`src/pkg/lefg_consts.svh`:
```
// offsets, field positions, reset values and timing counts of the event/launch block
// assumes byte addressing on a 32-bit axi4-lite slave
`ifndef LEFG_CONSTS_SVH
`define LEFG_CONSTS_SVH
`define LEFG_ADDR_EVENT_STATUS  8'h54
`define LEFG_ADDR_EVENT_MASK    8'h58
`define LEFG_ADDR_LAUNCH        8'h5c
`define LEFG_ADDR_SECONDS       8'h60
`define LEFG_ADDR_MODE          8'h64
`define LEFG_EVENT_RESET        32'h0000_0000
`define LEFG_EVENT_DEFINED      32'h01ff_fff8
`define LEFG_BIT_ASYNC_LAUNCH   0
`define LEFG_BIT_ISO_LAUNCH     1
`define LEFG_BIT_AUTO_RUN       2
`define LEFG_BIT_ASYNC_BUSY     8
`define LEFG_BIT_ISO_BUSY       9
`define LEFG_SECONDS_LOW_W      7
`define LEFG_CLK_MHZ            200
`define LEFG_MISS_TIME_US       250
`define LEFG_MISS_CYCLES        (`LEFG_MISS_TIME_US * `LEFG_CLK_MHZ)
`define LEFG_RESP_OKAY          2'b00
`define LEFG_RESP_SLVERR        2'b10
`endif

```
`src/pkg/lefg_pkg.sv`:
```
// types of the event/launch block
// assumes the constants header is included by users
package lefg_pkg;
    typedef enum logic [2:0] {
        LEFG_ISO_NORMAL,
        LEFG_ISO_AUTO,
        LEFG_ISO_OTHER
    } lefg_iso_mode_t;
    typedef enum {
        LEFG_ISO_IDLE,
        LEFG_ISO_WAIT_CYCLE,
        LEFG_ISO_SENDING
    } lefg_iso_state_t;
endpackage

```
`src/rtl/lefg_event_launch.sv`:
```
// event flags, event mask, transmit launch and bus seconds counter
// assumes event inputs are one-cycle pulses synchronous to aclk
//
// Decided for this implementation: the AXI4-Lite register port.
`timescale 1ns/100ps
`include "lefg_consts.svh"
module lefg_event_launch #(
    parameter int unsigned MISS_CYCLES = `LEFG_MISS_CYCLES
) (
    input  wire logic        aclk,
    input  wire logic        aresetn,
    input  wire logic [7:0]  s_axi_awaddr,
    input  wire logic        s_axi_awvalid,
    output logic             s_axi_awready,
    input  wire logic [31:0] s_axi_wdata,
    input  wire logic [3:0]  s_axi_wstrb,
    input  wire logic        s_axi_wvalid,
    output logic             s_axi_wready,
    output logic [1:0]       s_axi_bresp,
    output logic             s_axi_bvalid,
    input  wire logic        s_axi_bready,
    input  wire logic [7:0]  s_axi_araddr,
    input  wire logic        s_axi_arvalid,
    output logic             s_axi_arready,
    output logic [31:0]      s_axi_rdata,
    output logic [1:0]       s_axi_rresp,
    output logic             s_axi_rvalid,
    input  wire logic        s_axi_rready,
    input  wire logic        cycle_master,
    input  wire logic        cycle_start_rx,
    input  wire logic        cycle_over,
    input  wire logic        cycle_begin,
    input  wire logic        cycle_number_carry,
    input  wire logic [6:0]  cycle_seconds,
    input  wire logic        csr_reset_write,
    input  wire logic        rx_busy_acked,
    input  wire logic        rx_bad_header,
    input  wire logic        tx_bad_tcode,
    input  wire logic        tx_bad_ack,
    input  wire logic        phy_read_stored,
    input  wire logic        idle_gap_detect,
    input  wire logic        phy_bus_reset,
    input  wire logic        phy_interrupt,
    input  wire logic        shared_iso_discard,
    input  wire logic        iso_rx_discard,
    input  wire logic        auto_iso_miss,
    input  wire logic        iso_tx_finished,
    input  wire logic        async_rx_stored,
    input  wire logic        shared_iso_rx_stored,
    input  wire logic        iso_rx_stored,
    input  wire logic        async_tx_finished,
    input  wire logic        async_rx_discard,
    input  wire logic        auto_iso_run_pin,
    output logic             async_launch,
    output logic             iso_launch,
    output logic             iso_tx_active,
    output logic             auto_iso_run,
    output logic             irq_n
);
    logic [31:0]                  event_status;
    logic [31:0]                  event_mask;
    logic                         async_tx_busy;
    logic                         iso_tx_busy;
    logic                         auto_iso_run_bit;
    logic [24:0]                  bus_seconds_high;
    logic [2:0]                   iso_operating_mode;
    logic [31:0]                  miss_count;
    logic                         miss_armed;
    logic                         in_reset;
    logic                         aw_held;
    logic                         w_held;
    logic [7:0]                   aw_addr;
    logic [31:0]                  w_data;
    logic [3:0]                   w_strb;
    logic                         wr_do;
    logic [31:0]                  event_set;
    logic                         missed_cycle;
    logic [31:0]                  seconds_merged;
    lefg_pkg::lefg_iso_state_t    iso_state;

    function automatic logic [31:0] merge_bytes(input logic [31:0] old_v,
                                                input logic [31:0] new_v,
                                                input logic [3:0]  strb);
        logic [31:0] r;
        r = old_v;
        for (int i = 0; i < 4; i++) begin
            if (strb[i]) begin
                r[i*8 +: 8] = new_v[i*8 +: 8];
            end
        end
        return r;
    endfunction

    // write channels taken in either order, response follows both
    assign wr_do = aw_held && w_held && !s_axi_bvalid;

    always_ff @(posedge aclk) begin
        if (!aresetn) begin
            aw_held <= 1'b0;
            aw_addr <= 8'h00;
        end else if (s_axi_awvalid && s_axi_awready) begin
            aw_held <= 1'b1;
            aw_addr <= s_axi_awaddr;
        end else if (wr_do) begin
            aw_held <= 1'b0;
        end
    end

    always_ff @(posedge aclk) begin
        if (!aresetn) begin
            w_held <= 1'b0;
            w_data <= 32'h0000_0000;
            w_strb <= 4'h0;
        end else if (s_axi_wvalid && s_axi_wready) begin
            w_held <= 1'b1;
            w_data <= s_axi_wdata;
            w_strb <= s_axi_wstrb;
        end else if (wr_do) begin
            w_held <= 1'b0;
        end
    end

    always_ff @(posedge aclk) begin
        if (!aresetn) begin
            s_axi_awready <= 1'b0;
            s_axi_wready  <= 1'b0;
        end else begin
            s_axi_awready <= !aw_held && !(s_axi_awvalid && s_axi_awready);
            s_axi_wready  <= !w_held && !(s_axi_wvalid && s_axi_wready);
        end
    end

    always_ff @(posedge aclk) begin
        if (!aresetn) begin
            s_axi_bvalid <= 1'b0;
            s_axi_bresp  <= `LEFG_RESP_OKAY;
        end else if (wr_do) begin
            s_axi_bvalid <= 1'b1;
            case (aw_addr)
                `LEFG_ADDR_EVENT_STATUS,
                `LEFG_ADDR_EVENT_MASK,
                `LEFG_ADDR_LAUNCH,
                `LEFG_ADDR_SECONDS,
                `LEFG_ADDR_MODE: s_axi_bresp <= `LEFG_RESP_OKAY;
                default:         s_axi_bresp <= `LEFG_RESP_SLVERR;
            endcase
        end else if (s_axi_bready) begin
            s_axi_bvalid <= 1'b0;
        end
    end

    // read side: one outstanding read, answer one cycle after address
    always_ff @(posedge aclk) begin
        if (!aresetn) begin
            s_axi_arready <= 1'b0;
            s_axi_rvalid  <= 1'b0;
            s_axi_rdata   <= 32'h0000_0000;
            s_axi_rresp   <= `LEFG_RESP_OKAY;
        end else if (s_axi_rvalid) begin
            if (s_axi_rready) begin
                s_axi_rvalid  <= 1'b0;
                s_axi_arready <= 1'b1;
            end
        end else if (s_axi_arvalid && s_axi_arready) begin
            s_axi_arready <= 1'b0;
            s_axi_rvalid  <= 1'b1;
            s_axi_rresp   <= `LEFG_RESP_OKAY;
            case (s_axi_araddr)
                `LEFG_ADDR_EVENT_STATUS: s_axi_rdata <= event_status;
                `LEFG_ADDR_EVENT_MASK:   s_axi_rdata <= event_mask;
                `LEFG_ADDR_LAUNCH: begin
                    s_axi_rdata <= 32'h0000_0000;
                    s_axi_rdata[`LEFG_BIT_AUTO_RUN]   <= auto_iso_run_bit;
                    s_axi_rdata[`LEFG_BIT_ASYNC_BUSY] <= async_tx_busy;
                    s_axi_rdata[`LEFG_BIT_ISO_BUSY]   <= iso_tx_busy;
                end
                // low bits track the cycle timer seconds
                `LEFG_ADDR_SECONDS: s_axi_rdata <= {bus_seconds_high, cycle_seconds};
                `LEFG_ADDR_MODE:    s_axi_rdata <= {29'h000_0000, iso_operating_mode};
                default: begin
                    s_axi_rdata <= 32'h0000_0000;
                    s_axi_rresp <= `LEFG_RESP_SLVERR;
                end
            endcase
        end else begin
            s_axi_arready <= 1'b1;
        end
    end

    // missed cycle start watchdog, only when another node is master
    always_ff @(posedge aclk) begin
        if (!aresetn) begin
            miss_armed <= 1'b0;
            miss_count <= 32'h0000_0000;
        end else if (cycle_master) begin
            miss_armed <= 1'b0;
        end else if (cycle_start_rx) begin
            miss_armed <= 1'b1;
            miss_count <= 32'h0000_0000;
        end else if (miss_armed) begin
            if (miss_count == MISS_CYCLES - 1) begin
                miss_armed <= 1'b0;
            end else begin
                miss_count <= miss_count + 32'h0000_0001;
            end
        end
    end
    assign missed_cycle = miss_armed && !cycle_master && !cycle_start_rx
                          && (miss_count == MISS_CYCLES - 1);

    always_comb begin
        event_set     = 32'h0000_0000;
        event_set[3]  = csr_reset_write;
        event_set[4]  = missed_cycle;
        event_set[5]  = cycle_over;
        event_set[6]  = cycle_begin;
        event_set[7]  = cycle_number_carry;
        event_set[8]  = rx_busy_acked;
        event_set[9]  = rx_bad_header;
        event_set[10] = tx_bad_tcode;
        event_set[11] = tx_bad_ack;
        event_set[12] = phy_read_stored;
        event_set[13] = idle_gap_detect && in_reset;
        event_set[14] = phy_bus_reset;
        event_set[15] = phy_interrupt;
        event_set[16] = shared_iso_discard;
        event_set[17] = iso_rx_discard;
        event_set[18] = auto_iso_miss && iso_operating_mode == 3'(lefg_pkg::LEFG_ISO_AUTO);
        event_set[19] = iso_tx_finished && iso_tx_busy;
        event_set[20] = async_rx_stored;
        event_set[21] = shared_iso_rx_stored;
        event_set[22] = iso_rx_stored;
        event_set[23] = async_tx_finished || (tx_bad_ack && async_tx_busy);
        event_set[24] = async_rx_discard;
    end

    // bus reset seen, waiting for the first idle gap
    always_ff @(posedge aclk) begin
        if (!aresetn) begin
            in_reset <= 1'b0;
        end else if (phy_bus_reset) begin
            in_reset <= 1'b1;
        end else if (idle_gap_detect) begin
            in_reset <= 1'b0;
        end
    end

    // zero written clears, a set in the same cycle wins
    always_ff @(posedge aclk) begin
        if (!aresetn) begin
            event_status <= `LEFG_EVENT_RESET;
        end else begin
            if (wr_do && aw_addr == `LEFG_ADDR_EVENT_STATUS) begin
                event_status <= (merge_bytes(event_status, w_data, w_strb) & event_status
                                 | event_set) & `LEFG_EVENT_DEFINED;
            end else begin
                event_status <= (event_status | event_set) & `LEFG_EVENT_DEFINED;
            end
        end
    end

    always_ff @(posedge aclk) begin
        if (!aresetn) begin
            event_mask <= `LEFG_EVENT_RESET;
        end else if (wr_do && aw_addr == `LEFG_ADDR_EVENT_MASK) begin
            event_mask <= merge_bytes(event_mask, w_data, w_strb) & `LEFG_EVENT_DEFINED;
        end
    end

    always_ff @(posedge aclk) begin
        if (!aresetn) begin
            iso_operating_mode <= 3'(lefg_pkg::LEFG_ISO_NORMAL);
        end else if (wr_do && aw_addr == `LEFG_ADDR_MODE && w_strb[0]) begin
            iso_operating_mode <= w_data[2:0];
        end
    end

    // interrupt from flops, one cycle behind the flags
    always_ff @(posedge aclk) begin
        if (!aresetn) begin
            irq_n <= 1'b1;
        end else begin
            irq_n <= ~|(event_status & ~event_mask);
        end
    end

    // async launch; busy stays through retries until finish
    always_ff @(posedge aclk) begin
        if (!aresetn) begin
            async_tx_busy <= 1'b0;
            async_launch  <= 1'b0;
        end else begin
            async_launch <= 1'b0;
            if (async_tx_busy) begin
                if (async_tx_finished) begin
                    async_tx_busy <= 1'b0;
                end
            end else if (wr_do && aw_addr == `LEFG_ADDR_LAUNCH && w_strb[0]
                         && w_data[`LEFG_BIT_ASYNC_LAUNCH]) begin
                // buffer is assumed complete at this write
                async_tx_busy <= 1'b1;
                async_launch  <= 1'b1;
            end
        end
    end

    // iso launch only in normal mode, data waits for next cycle begin
    always_ff @(posedge aclk) begin
        if (!aresetn) begin
            iso_state     <= lefg_pkg::LEFG_ISO_IDLE;
            iso_tx_busy   <= 1'b0;
            iso_launch    <= 1'b0;
            iso_tx_active <= 1'b0;
        end else begin
            iso_launch <= 1'b0;
            case (iso_state)
                lefg_pkg::LEFG_ISO_IDLE: begin
                    if (wr_do && aw_addr == `LEFG_ADDR_LAUNCH && w_strb[0]
                        && w_data[`LEFG_BIT_ISO_LAUNCH]
                        && iso_operating_mode == 3'(lefg_pkg::LEFG_ISO_NORMAL)) begin
                        iso_tx_busy <= 1'b1;
                        iso_state   <= lefg_pkg::LEFG_ISO_WAIT_CYCLE;
                    end
                end
                lefg_pkg::LEFG_ISO_WAIT_CYCLE: begin
                    if (cycle_begin) begin
                        iso_launch    <= 1'b1;
                        iso_tx_active <= 1'b1;
                        iso_state     <= lefg_pkg::LEFG_ISO_SENDING;
                    end
                end
                lefg_pkg::LEFG_ISO_SENDING: begin
                    if (iso_tx_finished) begin
                        iso_tx_busy   <= 1'b0;
                        iso_tx_active <= 1'b0;
                        iso_state     <= lefg_pkg::LEFG_ISO_IDLE;
                    end
                end
                default: iso_state <= lefg_pkg::LEFG_ISO_IDLE;
            endcase
        end
    end

    // auto run: register bit or pin, only in auto mode
    always_ff @(posedge aclk) begin
        if (!aresetn) begin
            auto_iso_run_bit <= 1'b0;
        end else if (wr_do && aw_addr == `LEFG_ADDR_LAUNCH && w_strb[0]) begin
            auto_iso_run_bit <= w_data[`LEFG_BIT_AUTO_RUN];
        end
    end

    always_ff @(posedge aclk) begin
        if (!aresetn) begin
            auto_iso_run <= 1'b0;
        end else begin
            auto_iso_run <= (auto_iso_run_bit || auto_iso_run_pin)
                            && iso_operating_mode == 3'(lefg_pkg::LEFG_ISO_AUTO);
        end
    end

    // low seven bits follow the timer input, so writes to them are dropped
    assign seconds_merged = merge_bytes({bus_seconds_high, 7'h00}, w_data, w_strb);

    // seconds extension; high part writable
    always_ff @(posedge aclk) begin
        if (!aresetn) begin
            bus_seconds_high <= 25'h00_0000;
        end else if (wr_do && aw_addr == `LEFG_ADDR_SECONDS) begin
            bus_seconds_high <= seconds_merged[31:7];
        end else if (cycle_number_carry && (&cycle_seconds)) begin
            bus_seconds_high <= bus_seconds_high + 25'h00_0001;
        end
    end
endmodule

```
`config.mk`:
```
export PLATFORM = sky130hd
export DESIGN_NAME = lefg_event_launch
export DESIGN_NICKNAME = d
export VERILOG_FILES = /design/src/pkg/lefg_pkg.sv /design/src/rtl/lefg_event_launch.sv
export VERILOG_INCLUDE_DIRS = /design/src /design/src/pkg
export SDC_FILE = /design/constraint.sdc
export NUM_CORES = 1
export LEC_CHECK = 0
export BUFFER_PORTS_ARGS = -buffer_cell sky130_fd_sc_hd__buf_4
export CAP_MARGIN = 15
export CORE_MARGIN = 3
export CORE_UTILIZATION = 50
export CTS_CLUSTER_SIZE = 28
export DETAILED_ROUTE_END_ITERATION = 7
export GPL_ROUTABILITY_DRIVEN = 1
export PLACE_DENSITY_LB_ADDON = 0.25
export SYNTH_ARGS = -nofsm -noshare
export SYNTH_HDL_FRONTEND = slang
export SYNTH_SLANG_ARGS = --single-unit
```
`constraint.sdc`:
```
create_clock -name aclk -period 2.4 [get_ports aclk]
set_clock_uncertainty 0.15 [all_clocks]
set_input_delay 0.36 -clock aclk [delete_from_list [all_inputs] [get_ports aclk]]
set_output_delay 0.36 -clock aclk [all_outputs]
set_load 0.02 [all_outputs]
```
==> metrics.md <==
| Metric | Value |
|---|---|
| I/O pin cnt | `136` |
| CP endpoint kind | `flop` |
| Finished Layout Cells | `1,547` |
| Vias | `9,165` |
| Placeable Area | `0.0173 sq mm` |
| CTS tree | `built` |
| Grt total ovfl | `0` |
| Type of the worst setup path | `reg2reg` |
| Sequential share of the synthesized area | `45.5%` |
| Slowest stage delay, CP | `0.68 ns` |
| Top FF cell, synth | `dfxtp_1` |
| Post-DR wirelength/cell | `17.9 um` |
| Initial core utilization | `51.2%` |
| Top Usage Layer GRT | `met2` |
| Worst Path Arrival | `2.56 ns` |
| Final max-slew violation count | `0` |
| Hold EP | `event_status[18]` |
| Maximum clock rate | `438 MHz` |
| Most instantiated cells after synthesis | `nand2_1 (205), dfxtp_1 (201), a21oi_1 (134), o21ai_0 (62), inv_1 (54)` |
| Filler Cell Count | `1,400` |
| GRT Total Usage | `27.1%` |
| Die Area | `0.0193 sq mm` |
| Iter 0 DRT Violations | `1,034` |
| Dpl cells | `1,440` |
| Pwr Density | `646 mW/mm^2` |
| Worst-case vdd ir drop | `0.463 mV` |
| Grt met1 use | `36.5%` |
| Clk pin slew, worst setup/hold paths | `0.06 ns` |
| Die H | `139 um` |
| DRT antenna net count | `0` |
| WHS Path Cells | `3` |
| Post-Route WL | `27,700 um` |
| Fin Setup TNS | `0 ns` |
| Drt pass-1 iters | `5` |
| Final hold violations | `0` |
| Hold slack final | `0.0146 ns` |
| Setup violators final | `0` |
| Synth warn | `0` |
| Global-route wire length before repair | `43,800 um` |
| Initial antenna violation count | `0` |
| Syn avg cell area | `8.03 sq um` |
| Final net count | `1,398` |
| Reg2reg end | `miss_count[19]` |
| Reg2Reg Setup Slack | `0.11 ns` |
| GP Congestion | `0.921` |
| Max-Cap Viols | `0` |
| Number of H-tree levels | `1` |
| Skew-Pair Late Insertion Delay | `0.50 ns` |
| Die Wd | `139 um` |
| M2 GR Usage | `45.0%` |
| Clk root buf | `clkbuf_16` |
| Port Buffer Count | `133` |
| Synth area leaders | `dfxtp_1 (45%), nand2_1 (8.7%), a21oi_1 (7.6%)` |
| GR Util met3 | `4.52%` |
| #FFs+latches synth | `201` |
| Cell mode on critical path | `or3_1` |
| Area Overhead vs Synth | `32.5%` |
| Post-layout minimum cycle time | `2.29 ns` |
| Outcome | `finished, final reports clean` |
| Post-DP HPWL | `18,600 um` |
| Most common cell in the synthesized netlist | `nand2_1` |
| Pleak | `4.30 nW` |
| Ys async rst share | `0%` |
| Share of cells above drive strength 1 | `17.9%` |
| Crit-path cells | `nand4_2, or4_1, or3_1, or3_1, a21oi_1` |
| HP Class | `in2reg` |
| Largest net degree at the start of global routing | `42` |
| Register area | `0.00402 sq mm` |
| Synthesized area | `0.00885 sq mm` |
| Crit-path max FO | `8` |
| Area share of the largest cell type after synthesis | `45.5%` |
| CP Launch Type | `flop` |
| Unique masters post-synth | `68` |
| CTS sink count | `201` |
| Post-synth EDFFs | `0` |
| Area occupied by multi-input gates | `0.00440 sq mm` |
| Cells after Synth | `1,102` |
| Antenna Cells | `0` |
| Row Count | `48` |
| Slew Limit Headroom | `63.4%` |
| Worst R2R Start | `miss_count[3]` |
| Slowest cell on crit path | `or4_1` |
| Vias in the first global route | `8,598` |
| Drc violations | `0` |
| Total power | `7.57 mW` |
| Worst Path Required | `2.68 ns` |
| Biggest area consumer among synthesized cells | `dfxtp_1` |
| HP Start | `auto_iso_miss` |
| Final period util | `95.2%` |
| Drt via density | `5.92` |
| Worst-Margin Slew | `0.541 ns` |
| CTS buffer count | `22` |
| RSZ-0062 raised after global routing | `false` |
| Bufs on Longest Clock Path | `3` |
| R2R cell count | `5` |
==> report_power, final <==
| part | internal [mW] | switching (mW) | total [mW] |
|---|---|---|---|
| clock | 2.17 | 1.37 | 3.54 |
| combinational | 0.269 | 0.270 | 0.539 |
| sequential | 3.41 | 0.0813 | 3.49 |
| total | 5.85 | 1.73 | 7.57 |
==> worst max-delay path by stage <==
stage / start / to / slack (ns)
after floorplan: s_axi_araddr[1] / s_axi_rdata[11] / 0.29
after global placement: s_axi_araddr[1] / s_axi_rdata[9] / 0.12
after detailed placement: s_axi_araddr[1] / s_axi_rdata[9] / 0.07
after CTS: miss_count[3] / miss_count[19] / 0.12
after global routing: bus_seconds_high[0] / bus_seconds_high[16] / 0.002
final: miss_count[3] / miss_count[19] / 0.11
==> critical path: cells and delay by family, from the launching register on <==
family / cells / cell delay [ns]
DFF: 1 / 0.41
and+or+nand+nor: 4 / 1.50
AOI/OAI and AO/OA: 1 / 0.15
==> timing repair <==
| item | 4_1_cts | 5_1_grt |
|---|---|---|
| hold buffers | 65 | 0 |
| setup buffers | 0 | 1 |
| gates resized for setup | 0 | 1 |
| setup endpoints to repair | 0 | 2 |
| hold endpoints to repair | 66 | 0 |
==> stage by stage <==
| step | worst slack [ns] | utilization [%] | cell area (sq um) |
|---|---|---|---|
| after floorplan | 0.286 | - | 8850 |
| after global placement | 0.123 | 59.5 | 10300 |
| after detailed placement | 0.0747 | 59.5 | 10300 |
| after CTS | 0.115 | 67.7 | 11700 |
| after global routing | 0.00204 | 67.8 | 11700 |
| final | 0.115 | 67.8 | 11700 |
==> layer usage <==
layer,up-vias,wire length (um)
li1,4371,-
met1,4337,11500
met2,402,13000
met3,55,2430
met4,0,719
met5,-,0
==> cells in the final DEF, fill, tap and decap left out, types with 5 or more instances in the layout <==
cell,n
o21ai_0,62
a31oi_1,7
a21oi_1,134
o22ai_1,7
dlygate4sd3_1,65
buf_4,173
inv_1,53
xnor2_1,9
nand2b_1,7
o21a_1,8
and3_1,8
mux2i_1,7
nor3_1,15
a22oi_1,7
nor4_1,13
dfxtp_1,201
and2_1,9
nand4_1,23
o31ai_1,5
and4_1,8
o21ai_1,9
or3_1,11
nand3b_1,9
or4_1,12
a222oi_1,20
nand2_1,205
nor2_1,53
clkinv_2,7
nand3_1,44
o211ai_1,12
clkbuf_16,23
buf_12,5
==> cell families (layout without fill, tap and decap cells) <==
kind of cell,count (synthesis),in the layout,share of synthesized area (%)
adder cells (fa/ha/maj),2,2,0.283
flip-flops,201,201,45.5
AND/OR/NAND/NOR,449,450,25.2
other,1,2,0.0424
AO/OA/AOI/OAI,306,306,21.1
XOR/XNOR,13,13,1.29
buffers and inverters,119,337,5.35
multiplexers,11,11,1.30
==> layout make-up <==
class	count	area share (%)
timing repair buffer	243	17.5
multi-input combinational	784	37.5
inverter	54	1.74
clock inverter	12	1.23
sequential	201	34.3
clock buffer	28	5.33
tap	225	2.40
==> flip-flops by register name, summed over array words and instances, names as in the netlist, 2 cells and up <==
name,cells
aw_addr,8
bus_seconds_high,25
event_mask,22
event_status,22
iso_operating_mode,3
iso_state,2
miss_count,32
s_axi_rdata,32
w_data,32
w_strb,4
(Power assumes the default switching activity.)
